**src/verilog/fmlr_pkg.sv**
```systemverilog
/*
  constants, state codes and the lock-bit index map shared by the flash
  mode, lock and reset command logic. assumes a 125 MHz core clock and
  a 24-bit (16 MB) array split into 64 KB blocks.
*/
`default_nettype none
package fmlr_pkg;

  // instruction codes
  localparam logic [7:0] OPC_WRAP_READ     = 8'h0C;
  localparam logic [7:0] OPC_ENTER_QUAD    = 8'h38;
  localparam logic [7:0] OPC_EXIT_QUAD     = 8'hFF;
  localparam logic [7:0] OPC_LOCK          = 8'h36;
  localparam logic [7:0] OPC_UNLOCK        = 8'h39;
  localparam logic [7:0] OPC_READ_LOCK     = 8'h3D;
  localparam logic [7:0] OPC_GLOBAL_LOCK   = 8'h7E;
  localparam logic [7:0] OPC_GLOBAL_UNLOCK = 8'h98;
  localparam logic [7:0] OPC_RESET_ENABLE  = 8'h66;
  localparam logic [7:0] OPC_RESET         = 8'h99;

  // field sizes in bits
  localparam logic [4:0] OPC_BITS  = 5'h08;
  localparam logic [4:0] ADDR_BITS = 5'h18;

  // read parameters after reset: 2 dummy clocks, 8-byte wrap
  localparam logic [7:0] RD_PARAM_RST = 8'h00;
  localparam int         DUMMY_POS    = 4;
  localparam int         WRAP_POS     = 0;

  // software reset recovery time
  localparam int          RESET_TIME_US = 30;
  localparam int          CORE_CLK_MHZ  = 125;
  localparam logic [11:0] RESET_CYCLES  = 12'(RESET_TIME_US * CORE_CLK_MHZ);

  // pin sync reset value {cs_n, sclk, io[3:0]}
  localparam logic [5:0] PIN_RST = 6'h20;

  // lock bits: 16 sectors at each end block, one bit per middle block
  localparam int         LOCK_BITS = 286;
  localparam int         LOCK_IW   = 9;
  localparam logic [8:0] TOP_SECT0 = 9'h010;
  localparam logic [8:0] MID_BASE  = 9'h01F;

  // range protection spans
  localparam logic [24:0] SECTOR_SPAN = 25'h000_1000;
  localparam logic [24:0] BLOCK_SPAN  = 25'h001_0000;
  localparam logic [24:0] ARRAY_END   = 25'h100_0000;

  typedef enum logic [4:0] {
    ST_OPC   = 5'b00001,
    ST_ADDR  = 5'b00010,
    ST_DUMMY = 5'b00100,
    ST_DATA  = 5'b01000,
    ST_SKIP  = 5'b10000
  } fmlr_state_t;

  // end blocks lock per 4 KB sector, the others per 64 KB block
  function automatic logic [8:0] fmlr_lock_index(input logic [23:0] a);
    logic [8:0] idx;
    if (a[23:16] == 8'h00) begin
      idx = {5'h00, a[15:12]};
    end else if (a[23:16] == 8'hFF) begin
      idx = TOP_SECT0 + {5'h00, a[15:12]};
    end else begin
      idx = MID_BASE + {1'b0, a[23:16]};
    end
    return idx;
  endfunction

endpackage
`default_nettype wire

```
**src/verilog/fmlr_sync.sv**
```systemverilog
/*
  two-flop synchroniser for a group of pins.
  assumes each bit is a slow level; no bit alignment between bits.
*/
`timescale 1ns/1ps
`default_nettype none
module fmlr_sync #(
  parameter int           W       = 6,
  parameter logic [W-1:0] RST_VAL = '0
) (
  input  wire logic         core_clk_i,
  input  wire logic         sys_rst_i,
  input  wire logic [W-1:0] d_i,
  output var  logic [W-1:0] q_o
);

  logic [W-1:0] meta_ff;

  // first stage feeds only the second
  always_ff @(posedge core_clk_i or posedge sys_rst_i) begin
    if (sys_rst_i) begin
      meta_ff <= RST_VAL;
      q_o     <= RST_VAL;
    end else begin
      meta_ff <= d_i;
      q_o     <= meta_ff;
    end
  end

endmodule
`default_nettype wire

```
**src/verilog/fmlr_lockmem.sv**
```systemverilog
/*
  volatile block/sector lock bits with single and global set/clear and
  two combinational read ports. assumes one-cycle command pulses.
*/
`timescale 1ns/1ps
`default_nettype none
module fmlr_lockmem #(
  parameter int N  = 286,
  parameter int IW = 9
) (
  input  wire logic          core_clk_i,
  input  wire logic          sys_rst_i,
  input  wire logic          set_i,
  input  wire logic          clr_i,
  input  wire logic [IW-1:0] idx_i,
  input  wire logic          all_set_i,
  input  wire logic          all_clr_i,
  input  wire logic [IW-1:0] rd_a_idx_i,
  output var  logic          rd_a_o,
  input  wire logic [IW-1:0] rd_b_idx_i,
  output var  logic          rd_b_o
);

  logic [N-1:0] lock_ff;

  // everything locked out of reset so the array starts protected
  always_ff @(posedge core_clk_i or posedge sys_rst_i) begin
    if (sys_rst_i) begin
      lock_ff <= '1;
    end else if (all_set_i) begin
      lock_ff <= '1;
    end else if (all_clr_i) begin
      lock_ff <= '0;
    end else if (set_i && (int'(idx_i) < N)) begin
      lock_ff[idx_i] <= 1'b1;
    end else if (clr_i && (int'(idx_i) < N)) begin
      lock_ff[idx_i] <= 1'b0;
    end
  end

  // out-of-range index reads as locked
  always_comb begin
    rd_a_o = (int'(rd_a_idx_i) < N) ? lock_ff[rd_a_idx_i] : 1'b1;
    rd_b_o = (int'(rd_b_idx_i) < N) ? lock_ff[rd_b_idx_i] : 1'b1;
  end

endmodule
`default_nettype wire

```
**src/verilog/fmlr_core.sv**
```systemverilog
/*
  serial flash command logic: quad-wide command mode entry and exit,
  wrapped burst read, block/sector locks and the two-step software
  reset. assumes the serial clock half period spans at least three
  core clocks, and that array data on rd_data_i follows rd_addr_o
  within one core clock. status bits arrive on the core clock.
*/
`timescale 1ns/1ps
`default_nettype none
module fmlr_core
  import fmlr_pkg::*;
(
  input  wire logic        core_clk_i,
  input  wire logic        sys_rst_i,
  input  wire logic        cs_n_i,
  input  wire logic        sclk_i,
  input  wire logic [3:0]  io_i,
  output var  logic [3:0]  io_o,
  output var  logic [3:0]  io_oe_n_o,
  input  wire logic        quad_enable_i,
  input  wire logic        write_enable_latch_i,
  input  wire logic        per_region_protect_select_i,
  input  wire logic        protect_complement_i,
  input  wire logic        small_region_select_i,
  input  wire logic        top_bottom_select_i,
  input  wire logic [2:0]  protect_range_bits_i,
  input  wire logic [23:0] prot_addr_i,
  input  wire logic        param_load_i,
  input  wire logic [7:0]  read_parameter_bits_i,
  input  wire logic [7:0]  rd_data_i,
  output var  logic [23:0] rd_addr_o,
  output var  logic        quad_wide_command_mode_o,
  output var  logic [7:0]  read_parameter_bits_o,
  output var  logic        reset_busy_o,
  output var  logic        sw_reset_o,
  output var  logic        array_protect_o
);

  logic [5:0]  pins_s;
  logic        cs_n_s;
  logic        sclk_s;
  logic [3:0]  io_s;
  logic        sclk_d_ff;
  logic        cs_d_ff;
  logic        rise;
  logic        fall;
  logic        cs_rise;
  fmlr_state_t state_ff;
  fmlr_state_t nxt_state_opc;
  logic [7:0]  opc_ff;
  logic [7:0]  nxt_opc;
  logic [23:0] addr_ff;
  logic [23:0] nxt_addr;
  logic [4:0]  cnt_ff;
  logic [4:0]  cnt_sum;
  logic [4:0]  step;
  logic [3:0]  dcnt_ff;
  logic [3:0]  dummy_clks;
  logic        overrun_ff;
  logic        arm_ok_ff;
  logic        opc_done;
  logic        addr_done;
  logic        armed_ff;
  logic [11:0] busy_cnt_ff;
  logic        frame_ok;
  logic        ex_enter;
  logic        ex_exit;
  logic        ex_lock;
  logic        ex_unlock;
  logic        ex_glock;
  logic        ex_gunlock;
  logic        ex_arm;
  logic        ex_reset;
  logic [7:0]  tx_ff;
  logic [7:0]  tx_byte;
  logic [2:0]  ocnt_ff;
  logic [23:0] wrap_mask;
  logic [23:0] wrap_next;
  logic        lock_rd;
  logic        lock_prot;
  logic [24:0] span;
  logic        in_range;
  // pins are asynchronous to the core clock
  fmlr_sync #(
    .W       (6),
    .RST_VAL (PIN_RST)
  ) u_sync (
    .core_clk_i (core_clk_i),
    .sys_rst_i  (sys_rst_i),
    .d_i        ({cs_n_i, sclk_i, io_i}),
    .q_o        (pins_s)
  );

  assign cs_n_s = pins_s[5];
  assign sclk_s = pins_s[4];
  assign io_s   = pins_s[3:0];

  // edge history of the synchronised pins
  always_ff @(posedge core_clk_i or posedge sys_rst_i) begin
    if (sys_rst_i) begin
      sclk_d_ff <= 1'b0;
      cs_d_ff   <= 1'b1;
    end else begin
      sclk_d_ff <= sclk_s;
      cs_d_ff   <= cs_n_s;
    end
  end

  assign rise    = sclk_s & ~sclk_d_ff & ~cs_n_s;
  assign fall    = ~sclk_s & sclk_d_ff & ~cs_n_s;
  assign cs_rise = cs_n_s & ~cs_d_ff;

  // field shifting: one bit on io0 in spi mode, a nibble in quad mode
  always_comb begin
    step = quad_wide_command_mode_o ? 5'h04 : 5'h01;
    cnt_sum = cnt_ff + step;
    if (quad_wide_command_mode_o) begin
      nxt_opc  = {opc_ff[3:0], io_s};
      nxt_addr = {addr_ff[19:0], io_s};
    end else begin
      nxt_opc  = {opc_ff[6:0], io_s[0]};
      nxt_addr = {addr_ff[22:0], io_s[0]};
    end
    dummy_clks = {1'b0, read_parameter_bits_o[DUMMY_POS+1:DUMMY_POS], 1'b0} + 4'h2;
  end

  assign opc_done  = rise && (state_ff == ST_OPC) && (cnt_sum == OPC_BITS);
  assign addr_done = rise && (state_ff == ST_ADDR) && (cnt_sum == ADDR_BITS);

  // where a decoded opcode goes next; nothing runs while reset recovers
  always_comb begin
    nxt_state_opc = ST_SKIP;
    if (!reset_busy_o) begin
      unique case (nxt_opc)
        OPC_LOCK, OPC_UNLOCK, OPC_READ_LOCK: nxt_state_opc = ST_ADDR;
        OPC_WRAP_READ: nxt_state_opc = quad_wide_command_mode_o ? ST_ADDR : ST_SKIP;
        default: nxt_state_opc = ST_SKIP;
      endcase
    end
  end

  // frame engine, restarted whenever chip select is high
  always_ff @(posedge core_clk_i or posedge sys_rst_i) begin
    if (sys_rst_i) begin
      state_ff   <= ST_OPC;
      opc_ff     <= 8'h00;
      addr_ff    <= 24'h00_0000;
      cnt_ff     <= 5'h00;
      dcnt_ff    <= 4'h0;
      overrun_ff <= 1'b0;
      arm_ok_ff  <= 1'b0;
    end else if (cs_n_s) begin
      state_ff   <= ST_OPC;
      cnt_ff     <= 5'h00;
      overrun_ff <= 1'b0;
    end else if (rise) begin
      unique case (state_ff)
        ST_OPC: begin
          opc_ff <= nxt_opc;
          if (cnt_sum == OPC_BITS) begin
            cnt_ff    <= 5'h00;
            state_ff  <= nxt_state_opc;
            arm_ok_ff <= armed_ff && (nxt_opc == OPC_RESET);
          end else begin
            cnt_ff <= cnt_sum;
          end
        end
        ST_ADDR: begin
          addr_ff <= nxt_addr;
          dcnt_ff <= dummy_clks;
          if (cnt_sum == ADDR_BITS) begin
            cnt_ff <= 5'h00;
            if (opc_ff == OPC_WRAP_READ) begin
              state_ff <= ST_DUMMY;
            end else if (opc_ff == OPC_READ_LOCK) begin
              state_ff <= ST_DATA;
            end else begin
              state_ff <= ST_SKIP;
            end
          end else begin
            cnt_ff <= cnt_sum;
          end
        end
        ST_DUMMY: begin
          dcnt_ff <= dcnt_ff - 4'h1;
          if (dcnt_ff == 4'h1) begin
            state_ff <= ST_DATA;
          end
        end
        ST_DATA: state_ff <= ST_DATA;
        ST_SKIP: overrun_ff <= 1'b1; // extra clocks spoil a write-type frame
      endcase
    end
  end

  // commands act on chip select rising after an exact-length frame
  assign frame_ok   = cs_rise && (state_ff == ST_SKIP) && !overrun_ff && !reset_busy_o;
  assign ex_enter   = frame_ok && (opc_ff == OPC_ENTER_QUAD) && !quad_wide_command_mode_o
                      && quad_enable_i;
  assign ex_exit    = frame_ok && (opc_ff == OPC_EXIT_QUAD) && quad_wide_command_mode_o;
  assign ex_lock    = frame_ok && (opc_ff == OPC_LOCK) && write_enable_latch_i;
  assign ex_unlock  = frame_ok && (opc_ff == OPC_UNLOCK) && write_enable_latch_i;
  assign ex_glock   = frame_ok && (opc_ff == OPC_GLOBAL_LOCK) && write_enable_latch_i;
  assign ex_gunlock = frame_ok && (opc_ff == OPC_GLOBAL_UNLOCK) && write_enable_latch_i;
  assign ex_arm     = frame_ok && (opc_ff == OPC_RESET_ENABLE);
  assign ex_reset   = frame_ok && (opc_ff == OPC_RESET) && arm_ok_ff;

  // mode, arming, read parameters; write enable and suspend live outside
  always_ff @(posedge core_clk_i or posedge sys_rst_i) begin
    if (sys_rst_i) begin
      quad_wide_command_mode_o <= 1'b0;
      armed_ff                 <= 1'b0;
      read_parameter_bits_o    <= RD_PARAM_RST;
    end else if (ex_reset) begin
      quad_wide_command_mode_o <= 1'b0;
      armed_ff                 <= 1'b0;
      read_parameter_bits_o    <= RD_PARAM_RST;
    end else begin
      if (ex_enter) begin
        quad_wide_command_mode_o <= 1'b1;
      end else if (ex_exit) begin
        quad_wide_command_mode_o <= 1'b0;
      end
      if (ex_arm) begin
        armed_ff <= 1'b1;
      end else if (opc_done) begin
        armed_ff <= 1'b0;
      end
      // loads only in quad mode; wrap field survives mode changes
      if (param_load_i && quad_wide_command_mode_o && !reset_busy_o) begin
        read_parameter_bits_o <= read_parameter_bits_i;
      end
    end
  end

  // reset recovery window and the pulse that clears outside state
  always_ff @(posedge core_clk_i or posedge sys_rst_i) begin
    if (sys_rst_i) begin
      busy_cnt_ff  <= 12'h000;
      reset_busy_o <= 1'b0;
      sw_reset_o   <= 1'b0;
    end else begin
      sw_reset_o   <= ex_reset;
      reset_busy_o <= ex_reset || (busy_cnt_ff > 12'h001);
      if (ex_reset) begin
        busy_cnt_ff <= RESET_CYCLES;
      end else if (busy_cnt_ff != 12'h000) begin
        busy_cnt_ff <= busy_cnt_ff - 12'h001;
      end
    end
  end

  fmlr_lockmem #(
    .N  (LOCK_BITS),
    .IW (LOCK_IW)
  ) u_lock (
    .core_clk_i (core_clk_i),
    .sys_rst_i  (sys_rst_i),
    .set_i      (ex_lock),
    .clr_i      (ex_unlock),
    .idx_i      (fmlr_lock_index(addr_ff)),
    .all_set_i  (ex_glock || ex_reset),
    .all_clr_i  (ex_gunlock),
    .rd_a_idx_i (fmlr_lock_index(addr_ff)),
    .rd_a_o     (lock_rd),
    .rd_b_idx_i (fmlr_lock_index(prot_addr_i)),
    .rd_b_o     (lock_prot)
  );

  // wrap window: 8 << wrap field bytes, address stays inside it
  always_comb begin
    wrap_mask = 24'((7'h08 << read_parameter_bits_o[WRAP_POS+1:WRAP_POS]) - 7'h01);
    wrap_next = (rd_addr_o & ~wrap_mask) | ((rd_addr_o + 24'h00_0001) & wrap_mask);
    if (ocnt_ff != 3'h0) begin
      tx_byte = tx_ff;
    end else if (opc_ff == OPC_READ_LOCK) begin
      tx_byte = {7'h00, lock_rd};
    end else begin
      tx_byte = rd_data_i;
    end
  end

  // output shifter, updated on falling sclk, msb first
  always_ff @(posedge core_clk_i or posedge sys_rst_i) begin
    if (sys_rst_i) begin
      io_o      <= 4'h0;
      io_oe_n_o <= 4'hF;
      tx_ff     <= 8'h00;
      ocnt_ff   <= 3'h0;
      rd_addr_o <= 24'h00_0000;
    end else begin
      if (addr_done) begin
        rd_addr_o <= nxt_addr;
      end
      if (cs_n_s) begin
        io_oe_n_o <= 4'hF;
        ocnt_ff   <= 3'h0;
      end else if (fall && (state_ff == ST_DATA)) begin
        if (quad_wide_command_mode_o) begin
          io_o      <= tx_byte[7:4];
          io_oe_n_o <= 4'h0;
          tx_ff     <= {tx_byte[3:0], 4'h0};
          ocnt_ff   <= ocnt_ff + 3'h4;
        end else begin
          io_o      <= {2'b00, tx_byte[7], 1'b0};
          io_oe_n_o <= 4'hD;
          tx_ff     <= {tx_byte[6:0], 1'b0};
          ocnt_ff   <= ocnt_ff + 3'h1;
        end
        // fetch of the next byte starts as soon as this one is taken
        if ((ocnt_ff == 3'h0) && (opc_ff == OPC_WRAP_READ)) begin
          rd_addr_o <= wrap_next;
        end
      end
    end
  end

  // range protection: span doubles per step of the range bits
  always_comb begin
    span = (small_region_select_i ? SECTOR_SPAN : BLOCK_SPAN) << (protect_range_bits_i - 3'h1);
    if (protect_range_bits_i == 3'h0) begin
      in_range = 1'b0;
    end else if ((protect_range_bits_i == 3'h7) && !small_region_select_i) begin
      in_range = 1'b1;
    end else if (top_bottom_select_i) begin
      in_range = {1'b0, prot_addr_i} < span;
    end else begin
      in_range = {1'b0, prot_addr_i} >= (ARRAY_END - span);
    end
  end

  // protection query result for the erase/program path
  always_ff @(posedge core_clk_i or posedge sys_rst_i) begin
    if (sys_rst_i) begin
      array_protect_o <= 1'b1;
    end else if (per_region_protect_select_i) begin
      array_protect_o <= lock_prot;
    end else begin
      array_protect_o <= in_range ^ protect_complement_i;
    end
  end

endmodule
`default_nettype wire

```
**config.mk**
```make
export PLATFORM = sky130hd
export DESIGN_NAME = fmlr_core
export DESIGN_NICKNAME = d
export VERILOG_FILES = /design/src/verilog/fmlr_pkg.sv /design/src/verilog/fmlr_sync.sv /design/src/verilog/fmlr_lockmem.sv /design/src/verilog/fmlr_core.sv
export SDC_FILE = /design/constraint.sdc
export NUM_CORES = 2
export LEC_CHECK = 0
export BUFFER_PORTS_ARGS = -buffer_cell sky130_fd_sc_hd__buf_2
export CELL_PAD_IN_SITES_DETAIL_PLACEMENT = 0
export CELL_PAD_IN_SITES_GLOBAL_PLACEMENT = 1
export CORE_UTILIZATION = 53
export CTS_BUF_LIST = sky130_fd_sc_hd__clkbuf_4
export DETAILED_ROUTE_END_ITERATION = 7
export PLACE_DENSITY_LB_ADDON = 0.25
export REMOVE_ABC_BUFFERS = 1
export SLEW_MARGIN = 30
export SYNTH_ARGS = -nofsm -noshare
export SYNTH_HDL_FRONTEND = slang
export SYNTH_SLANG_ARGS = --single-unit
```
**constraint.sdc**
```tcl
create_clock -name core_clk_i -period 18.7 [get_ports core_clk_i]
set_clock_uncertainty 0.05 [all_clocks]
set_input_delay 0.935 -clock core_clk_i [delete_from_list [all_inputs] [get_ports core_clk_i]]
set_output_delay 0.935 -clock core_clk_i [all_outputs]
set_load 0.02 [all_outputs]
```
Yosys cells after proc, flatten, opt, wreduce, memory -nomap -nowiden
Index checks and enable logic that the tools add are counted.
{ "totals": {"ff_bits": 416, "out_inout_bits": 44} }
{ "classes": {"eq_ne": 29, "n_mux": 68, "order_cmp": 8, "n_shift": 2, "n_reduce_logical": 64, "bitwise_logic": 17, "addsub": 14} }
{ "ops": {"columns": ["cell", "n"], "rows": [
  ["286-bit 2-to-1 mux", 4],
  ["286-bit bitwise AND", 1],
  ["286-bit NOT", 1],
  ["286-bit bitwise OR", 1],
  ["24-bit 2-to-1 mux", 5],
  ["5-bit 2-to-1 mux", 13],
  ["8-bit by 6-bit == test with 1-bit output (second input constant)", 7],
  ["24-bit bitwise AND", 2],
  ["8-bit == test (second input constant)", 6],
  ["8-bit 2-to-1 mux", 6],
  ["9-bit 2-to-1 mux", 4],
  ["1-bit logical AND", 32],
  ["24-bit by 25-bit >= comparator with 1-bit output", 1],
  ["24-bit by 25-bit less-than comparator with 1-bit output", 1],
  ["17-bit by 3-bit left shift with 25-bit output", 1],
  ["25-bit subtractor (first input constant)", 1],
  ["24-bit by 1-bit adder with 24-bit output (second input constant)", 1],
  ["12-bit 2-to-1 mux", 2],
  ["24-bit NOT", 1],
  ["24-bit bitwise OR", 1],
  ["4-bit by 2-bit left shift with 24-bit output (first input constant)", 1],
  ["24-bit by 1-bit subtractor with 24-bit output (second input constant)", 1],
  ["9-bit by 10-bit less-than comparator with 1-bit output (second input constant)", 2],
  ["5-bit case mux with 2 select lines", 2],
  ["48 further kinds", 105]
]} }

Depth between registers and ports, before layout
{ "logic_depth": {"depth_word": 13, "ltp_mapped": 21, "ltp_nobuf": 19} }

Hierarchy
Synthesis repeated with hierarchy kept, for this count alone.
{ "hier_totals": {"cells_unflattened": 2947, "area_unflattened_um2": 27660.3} }
{ "modules_own_cells": {"columns": ["mod", "area_per_inst_um2", "instances", "cells_per_inst"], "rows": [
  ["fmlr_lockmem", 19915.4, 1, 2100],
  ["fmlr_core", 7438.4, 1, 834],
  ["fmlr_sync", 306.5, 1, 13]
]} }

Worst setup path before layout
No wires, ideal clock.
{ "synth_path": {"path_kind": "in2reg", "from": "input port protect_range_bits_i[0]", "to": "register array_protect_o", "setup_slack_ns": 14.102, "t_arrival_ns": 4.471, "path_stages": 21, "n_path_buf": 3, "setup_time_ns": 0.077, "cell_sequence": "clkbuf_1 > inv_1 > ha_1 > ha_1 > and2_1 > clkbuf_1 > nand3_1 > ha_1 > clkbuf_1 > xnor2_1 > ha_1 > o21a_1 > o21a_1 > o21a_1 > o21a_1 > o21ai_0 > a21oi_1 > o211ai_1 > a31oi_1 > xnor2_1 > o22ai_1"} }
{ "synth_via": {"elab_chain_cells": 9} }
{ "synth_lines": {"columns": ["item", "line", "text"], "rows": [
  ["from (decl)", "fmlr_core.sv:26", "input wire logic [2:0] protect_range_bits_i,"],
  ["3-bit by 1-bit subtractor with 3-bit output", "fmlr_core.sv:320", "span = (small_region_select_i ? SECTOR_SPAN : BLOCK_SPAN) << (protect_range_bits_i - 3'h1);"],
  ["17-bit by 3-bit left shift with 25-bit output", "fmlr_core.sv:320", null],
  ["25-bit subtractor", "fmlr_core.sv:328", "in_range = {1'b0, prot_addr_i} >= (ARRAY_END - span);"],
  ["24-bit by 25-bit >= comparator with 1-bit output", "fmlr_core.sv:328", null],
  ["1-bit 2-to-1 mux", "fmlr_core.sv:325", "end else if (top_bottom_select_i) begin"],
  ["1-bit 2-to-1 mux", "fmlr_core.sv:323", "end else if ((protect_range_bits_i == 3'h7) && !small_region_select_i) begin"],
  ["1-bit 2-to-1 mux (*)", "fmlr_core.sv:321", "if (protect_range_bits_i == 3'h0) begin"],
  ["1-bit XOR (*)", "fmlr_core.sv:339", "array_protect_o <= in_range ^ protect_complement_i;"],
  ["1-bit 2-to-1 mux (*)", "fmlr_core.sv:336", "end else if (per_region_protect_select_i) begin"],
  ["to (signal assigned)", "fmlr_core.sv:337", "array_protect_o <= lock_prot;"],
  ["to (signal assigned)", "fmlr_core.sv:339", null],
  ["to (decl)", "fmlr_core.sv:36", "output var logic array_protect_o"]
]} }
Every way passes the cells marked *; elsewhere a longest branch is shown, timed or not.
A chain may end at the register's enable or synchronous reset.

Worst setup path in the final report
{ "layout_path": {"from": "register addr_ff[16]", "to": "register tx_ff[4]"} }
{ "layout_via": {"elab_chain_cells": 9} }
{ "layout_lines": {"columns": ["item", "line", "text"], "rows": [
  ["from (decl)", "fmlr_core.sv:52", "logic [23:0] addr_ff;"],
  ["from (signal assigned)", "fmlr_core.sv:169", "addr_ff <= nxt_addr;"],
  ["5-bit by 8-bit adder with 9-bit output or 8-bit == test (tied branches)", "fmlr_pkg.sv:65, fmlr_pkg.sv:62", null],
  ["9-bit 2-to-1 mux", "fmlr_pkg.sv:62", "end else if (a[23:16] == 8'hFF) begin"],
  ["9-bit 2-to-1 mux (*)", "fmlr_pkg.sv:60", "if (a[23:16] == 8'h00) begin"],
  ["1-bit binary-select mux with 9-bit select", "fmlr_lockmem.sv:43", "rd_a_o = (int'(rd_a_idx_i) < N) ? lock_ff[rd_a_idx_i] : 1'b1;"],
  ["1-bit 2-to-1 mux (not written as such)", "fmlr_lockmem.sv:43", null],
  ["1-bit 2-to-1 mux (*)", "fmlr_lockmem.sv:43", null],
  ["8-bit 2-to-1 mux (*)", "fmlr_core.sv:276", "end else if (opc_ff == OPC_READ_LOCK) begin"],
  ["8-bit 2-to-1 mux (*)", "fmlr_core.sv:274", "if (ocnt_ff != 3'h0) begin"],
  ["8-bit 2-to-1 mux (*)", "fmlr_core.sv:299", "if (quad_wide_command_mode_o) begin"],
  ["to (signal assigned)", "fmlr_core.sv:302", "tx_ff <= {tx_byte[3:0], 4'h0};"],
  ["to (signal assigned)", "fmlr_core.sv:307", "tx_ff <= {tx_byte[6:0], 1'b0};"],
  ["to (decl)", "fmlr_core.sv:74", "logic [7:0] tx_ff;"]
]} }
Every way passes the cells marked *; elsewhere a longest branch is shown, timed or not. The select of a mux whose other input is x is not followed.

==> results.py <==
metrics = {
    "status": {
        "status": "finished with violations",
        "violations": "DRC",
    },
    "logic_synthesis": {
        "netlist_area_um2": 26400,
        "yosys.area.top_type": "dfstp_2",
        "avgSynthCellArea_um2": 7.84,
        "netlist_instances": 3361,
        "ys_warn_count": 0,
        "yosysTopAreaCellShare": 0.292,
        "ys_types": 85,
        "ys_seq_elements": 413,
        "synth_edf_count": 0,
        "synthFlopType": "dfstp_2",
        "synth_area_leaders": "dfstp_2, nand2_1, o21ai_0, dfrtp_1, mux2i_1",
        "async_reset_ff_frac": 1.00,
        "ys_seq_area_frac": 0.406,
    },
    "floorplanning": {
        "dieArea_um2": 50600,
        "rows": 81,
        "die_w_um": 225,
        "initial_utilization": 0.538,
        "coreArea_um2": 49000,
        "die_h_um": 225,
        "io_pins": 102,
    },
    "final_layout": {
        "layout-drive-gt1-share": 0.214,
        "area_growth_pct": 8.70,
        "stdcell_area_um2": 28700,
        "final_cell_mix": "nand2_1, o21ai_0, dfstp_2",
        "nNetsFinal": 3449,
        "fin_util": 0.585,
        "layout_commonest_cell": "nand2_1",
    },
    "setup_path": {
        "crit_cells": 15,
        "crit_buf_inv": 3,
        "rr_worst_depth": 15,
        "cp-end-kind": "register",
        "critPathSlowestCell": "buf_4",
        "required_ns": 19.47,
        "cp_top_family": "compound AO/OA/AOI/OAI gates",
        "cp_max_fo": 59,
        "cpPeakStageDelay_ns": 0.70,
        "start_kind": "register",
        "worstPathCellList": "inv_1, ha_1, nor4b_2, a22oi_4, o21ai_4, buf_4, buf_4, mux4_2, a31o_2, a31oi_1, o2111ai_1, a31o_2, a311oi_2, a2bb2oi_2, o21ai_1",
        "cp.arrival_ns": 6.36,
        "critPathKind": "register to register",
    },
    "drt": {
        "wl_mm": 96.8,
        "antenna_left": 0,
        "vias": 26400,
        "first_pass_iters": 8,
        "drtIter0Drc": 3622,
        "via_per_inst": 6.43,
        "post_drt_wl_per_cell_um": 23.5,
        "drc": 10,
    },
    "power": {
        "finalPower_mw": 1.89,
        "ir_drop_uv": 45.7,
        "power_per_cell_area_nw_per_um2": 66.1,
        "power.leakage_nw": 12.4,
    },
    "clock_tree": {
        "cts_made_buffers": 115,
        "ctsResizeCount": 0,
        "cts_max_level": 3,
        "cts_buffer_depth": 3,
        "cts_tree": "yes",
        "worst_skew_pair.late_latency_ns": 0.95,
        "clock-sinks": 413,
        "clockRootBuffer": "clkbuf_4",
        "clk_pin_slew_ns": 0.07,
    },
    "worst_hold_path": {
        "hp-class": "input pin to register",
        "holdPathStages": 1,
    },
    "grt": {
        "grt_pass1_vias": 24700,
        "grt_max_degree": 125,
        "grt_pass1_wl_mm": 147,
        "track_usage": 0.384,
        "antenna_found_initial": 4,
        "overflow": 0,
    },
    "place": {
        "gp_congestion": 0.956,
        "dp_hpwl_mm": 57.2,
        "io_buffer_count": 89,
        "placed_area_um2": 27100,
    },
    "sta": {
        "worst_pin_slew_ns": 1.13,
        "finalHoldViolCount": 0,
        "holdWs_ns": 0.0456,
        "setup_viol": 0,
        "slew_viol_final": 0,
        "fmax_mhz": 179,
        "final.period_utilization": 0.299,
        "relSlewSlack": 0.234,
        "fin_setup_tns_ns": 0,
        "post-route-min-period_ns": 5.59,
        "rsz0062_at_grt": "no",
    },
    "run": {
        "max_cap_viol_count": 0,
    },
}
worst register-to-register path: cells and delay by family (launching register included):
family | cells | cell delay (ns)
and+or+nand+nor | 1 | 0.44
buffers and inverters | 3 | 1.54
DFF | 1 | 0.51
adders and majority gates | 1 | 0.19
muxes | 1 | 0.65
AOI/OAI and AO/OA | 9 | 2.14
flip-flops by register name (all words and copies together), names as in the netlist, 2 cells and up, named ones only:
name / flops
u_lock.lock_ff: 286
rd_addr_o: 3
tx_ff: 7
cnt_ff: 5
state_ff: 5
io_oe_n_o: 2
u_sync.meta_ff: 6
dcnt_ff: 4
busy_cnt_ff: 12
io_o: 4
addr_ff: 24
read_parameter_bits_o: 8
u_sync.q_o: 6
ocnt_ff: 3
opc_ff: 8
per-stage QoR:
step	instances	setup WS, ns
finish	4112	13.11
global route	4109	12.92
CTS	4103	13.26
detailed placement	3890	12.80
global placement	3888	12.88
floorplan	3085	6.71
layout make-up:
type | instances | area (um2)
inverters | 41 | 161
flip-flops and latches | 413 | 10700
fillers | 4627 | 20300
well taps | 664 | 831
multi-input cells | 2631 | 14500
diodes | 7 | 17.5
clock buffers | 168 | 1260
repair buffers | 144 | 941
clock inverters | 44 | 189
cells in the mapped netlist, types with 34 or more instances:
master    number
nand3_1      133
ha_1          45
dfstp_2      293
nand2_1     1024
nor3_1        34
mux2i_1      110
clkbuf_1     172
nor2_1       111
o21ai_0      663
dfrtp_1      120
buf_2         37
buf_1         58
a21oi_1       75
inv_1         40
kinds of logic (layout without fill, tap and decap cells):
logic type | count (synthesis) | in the layout | synth area share
AND/OR/NAND/NOR | 1446 | 1446 | 0.231
AO/OA/AOI/OAI | 951 | 951 | 0.207
flip-flops | 413 | 413 | 0.406
buffers and inverters | 317 | 397 | 0.0486
multiplexers | 162 | 162 | 0.0776
adder cells (fa/ha/maj) | 45 | 45 | 0.0214
XOR/XNOR | 26 | 26 | 0.00864
other | 1 | 8 | 0.000142
routing by layer:
metal,vias to the layer above,part of all wire,global-route usage
li1,11800,-,-
met1,12700,0.39,0.506
met2,1622,0.43,0.570
met3,387,0.12,0.109
met4,0,0.058,0.213
met5,-,0,0
repair_timing:
action,in CTS,in global routing
setup buffers,0,0
hold endpoints to repair,1,0
hold buffers,1,0
power breakdown:
part	switching, mW	internal (mW)	leakage [nW]
Clock	0.416	0.413	0.875
Sequential	0.0121	0.904	4.63
Combinational	0.108	0.0426	6.93
Total	0.536	1.36	12.4
worst paths after layout:
kind	from	end	slack, ns
hold / removal	io_i[3]	u_sync.meta_ff[3]	0.05
min in group asynchronous	sys_rst_i	u_lock.lock_ff[148]	0.29
setup reg to reg	addr_ff[16]	tx_ff[4]	13.11
setup / recovery	addr_ff[16]	tx_ff[4]	13.11
max in group asynchronous	sys_rst_i	quad_wide_command_mode_o	17.10
hold reg to reg	u_sync.meta_ff[0]	u_sync.q_o[0]	0.30
Power figures use the tool's default switching activity.
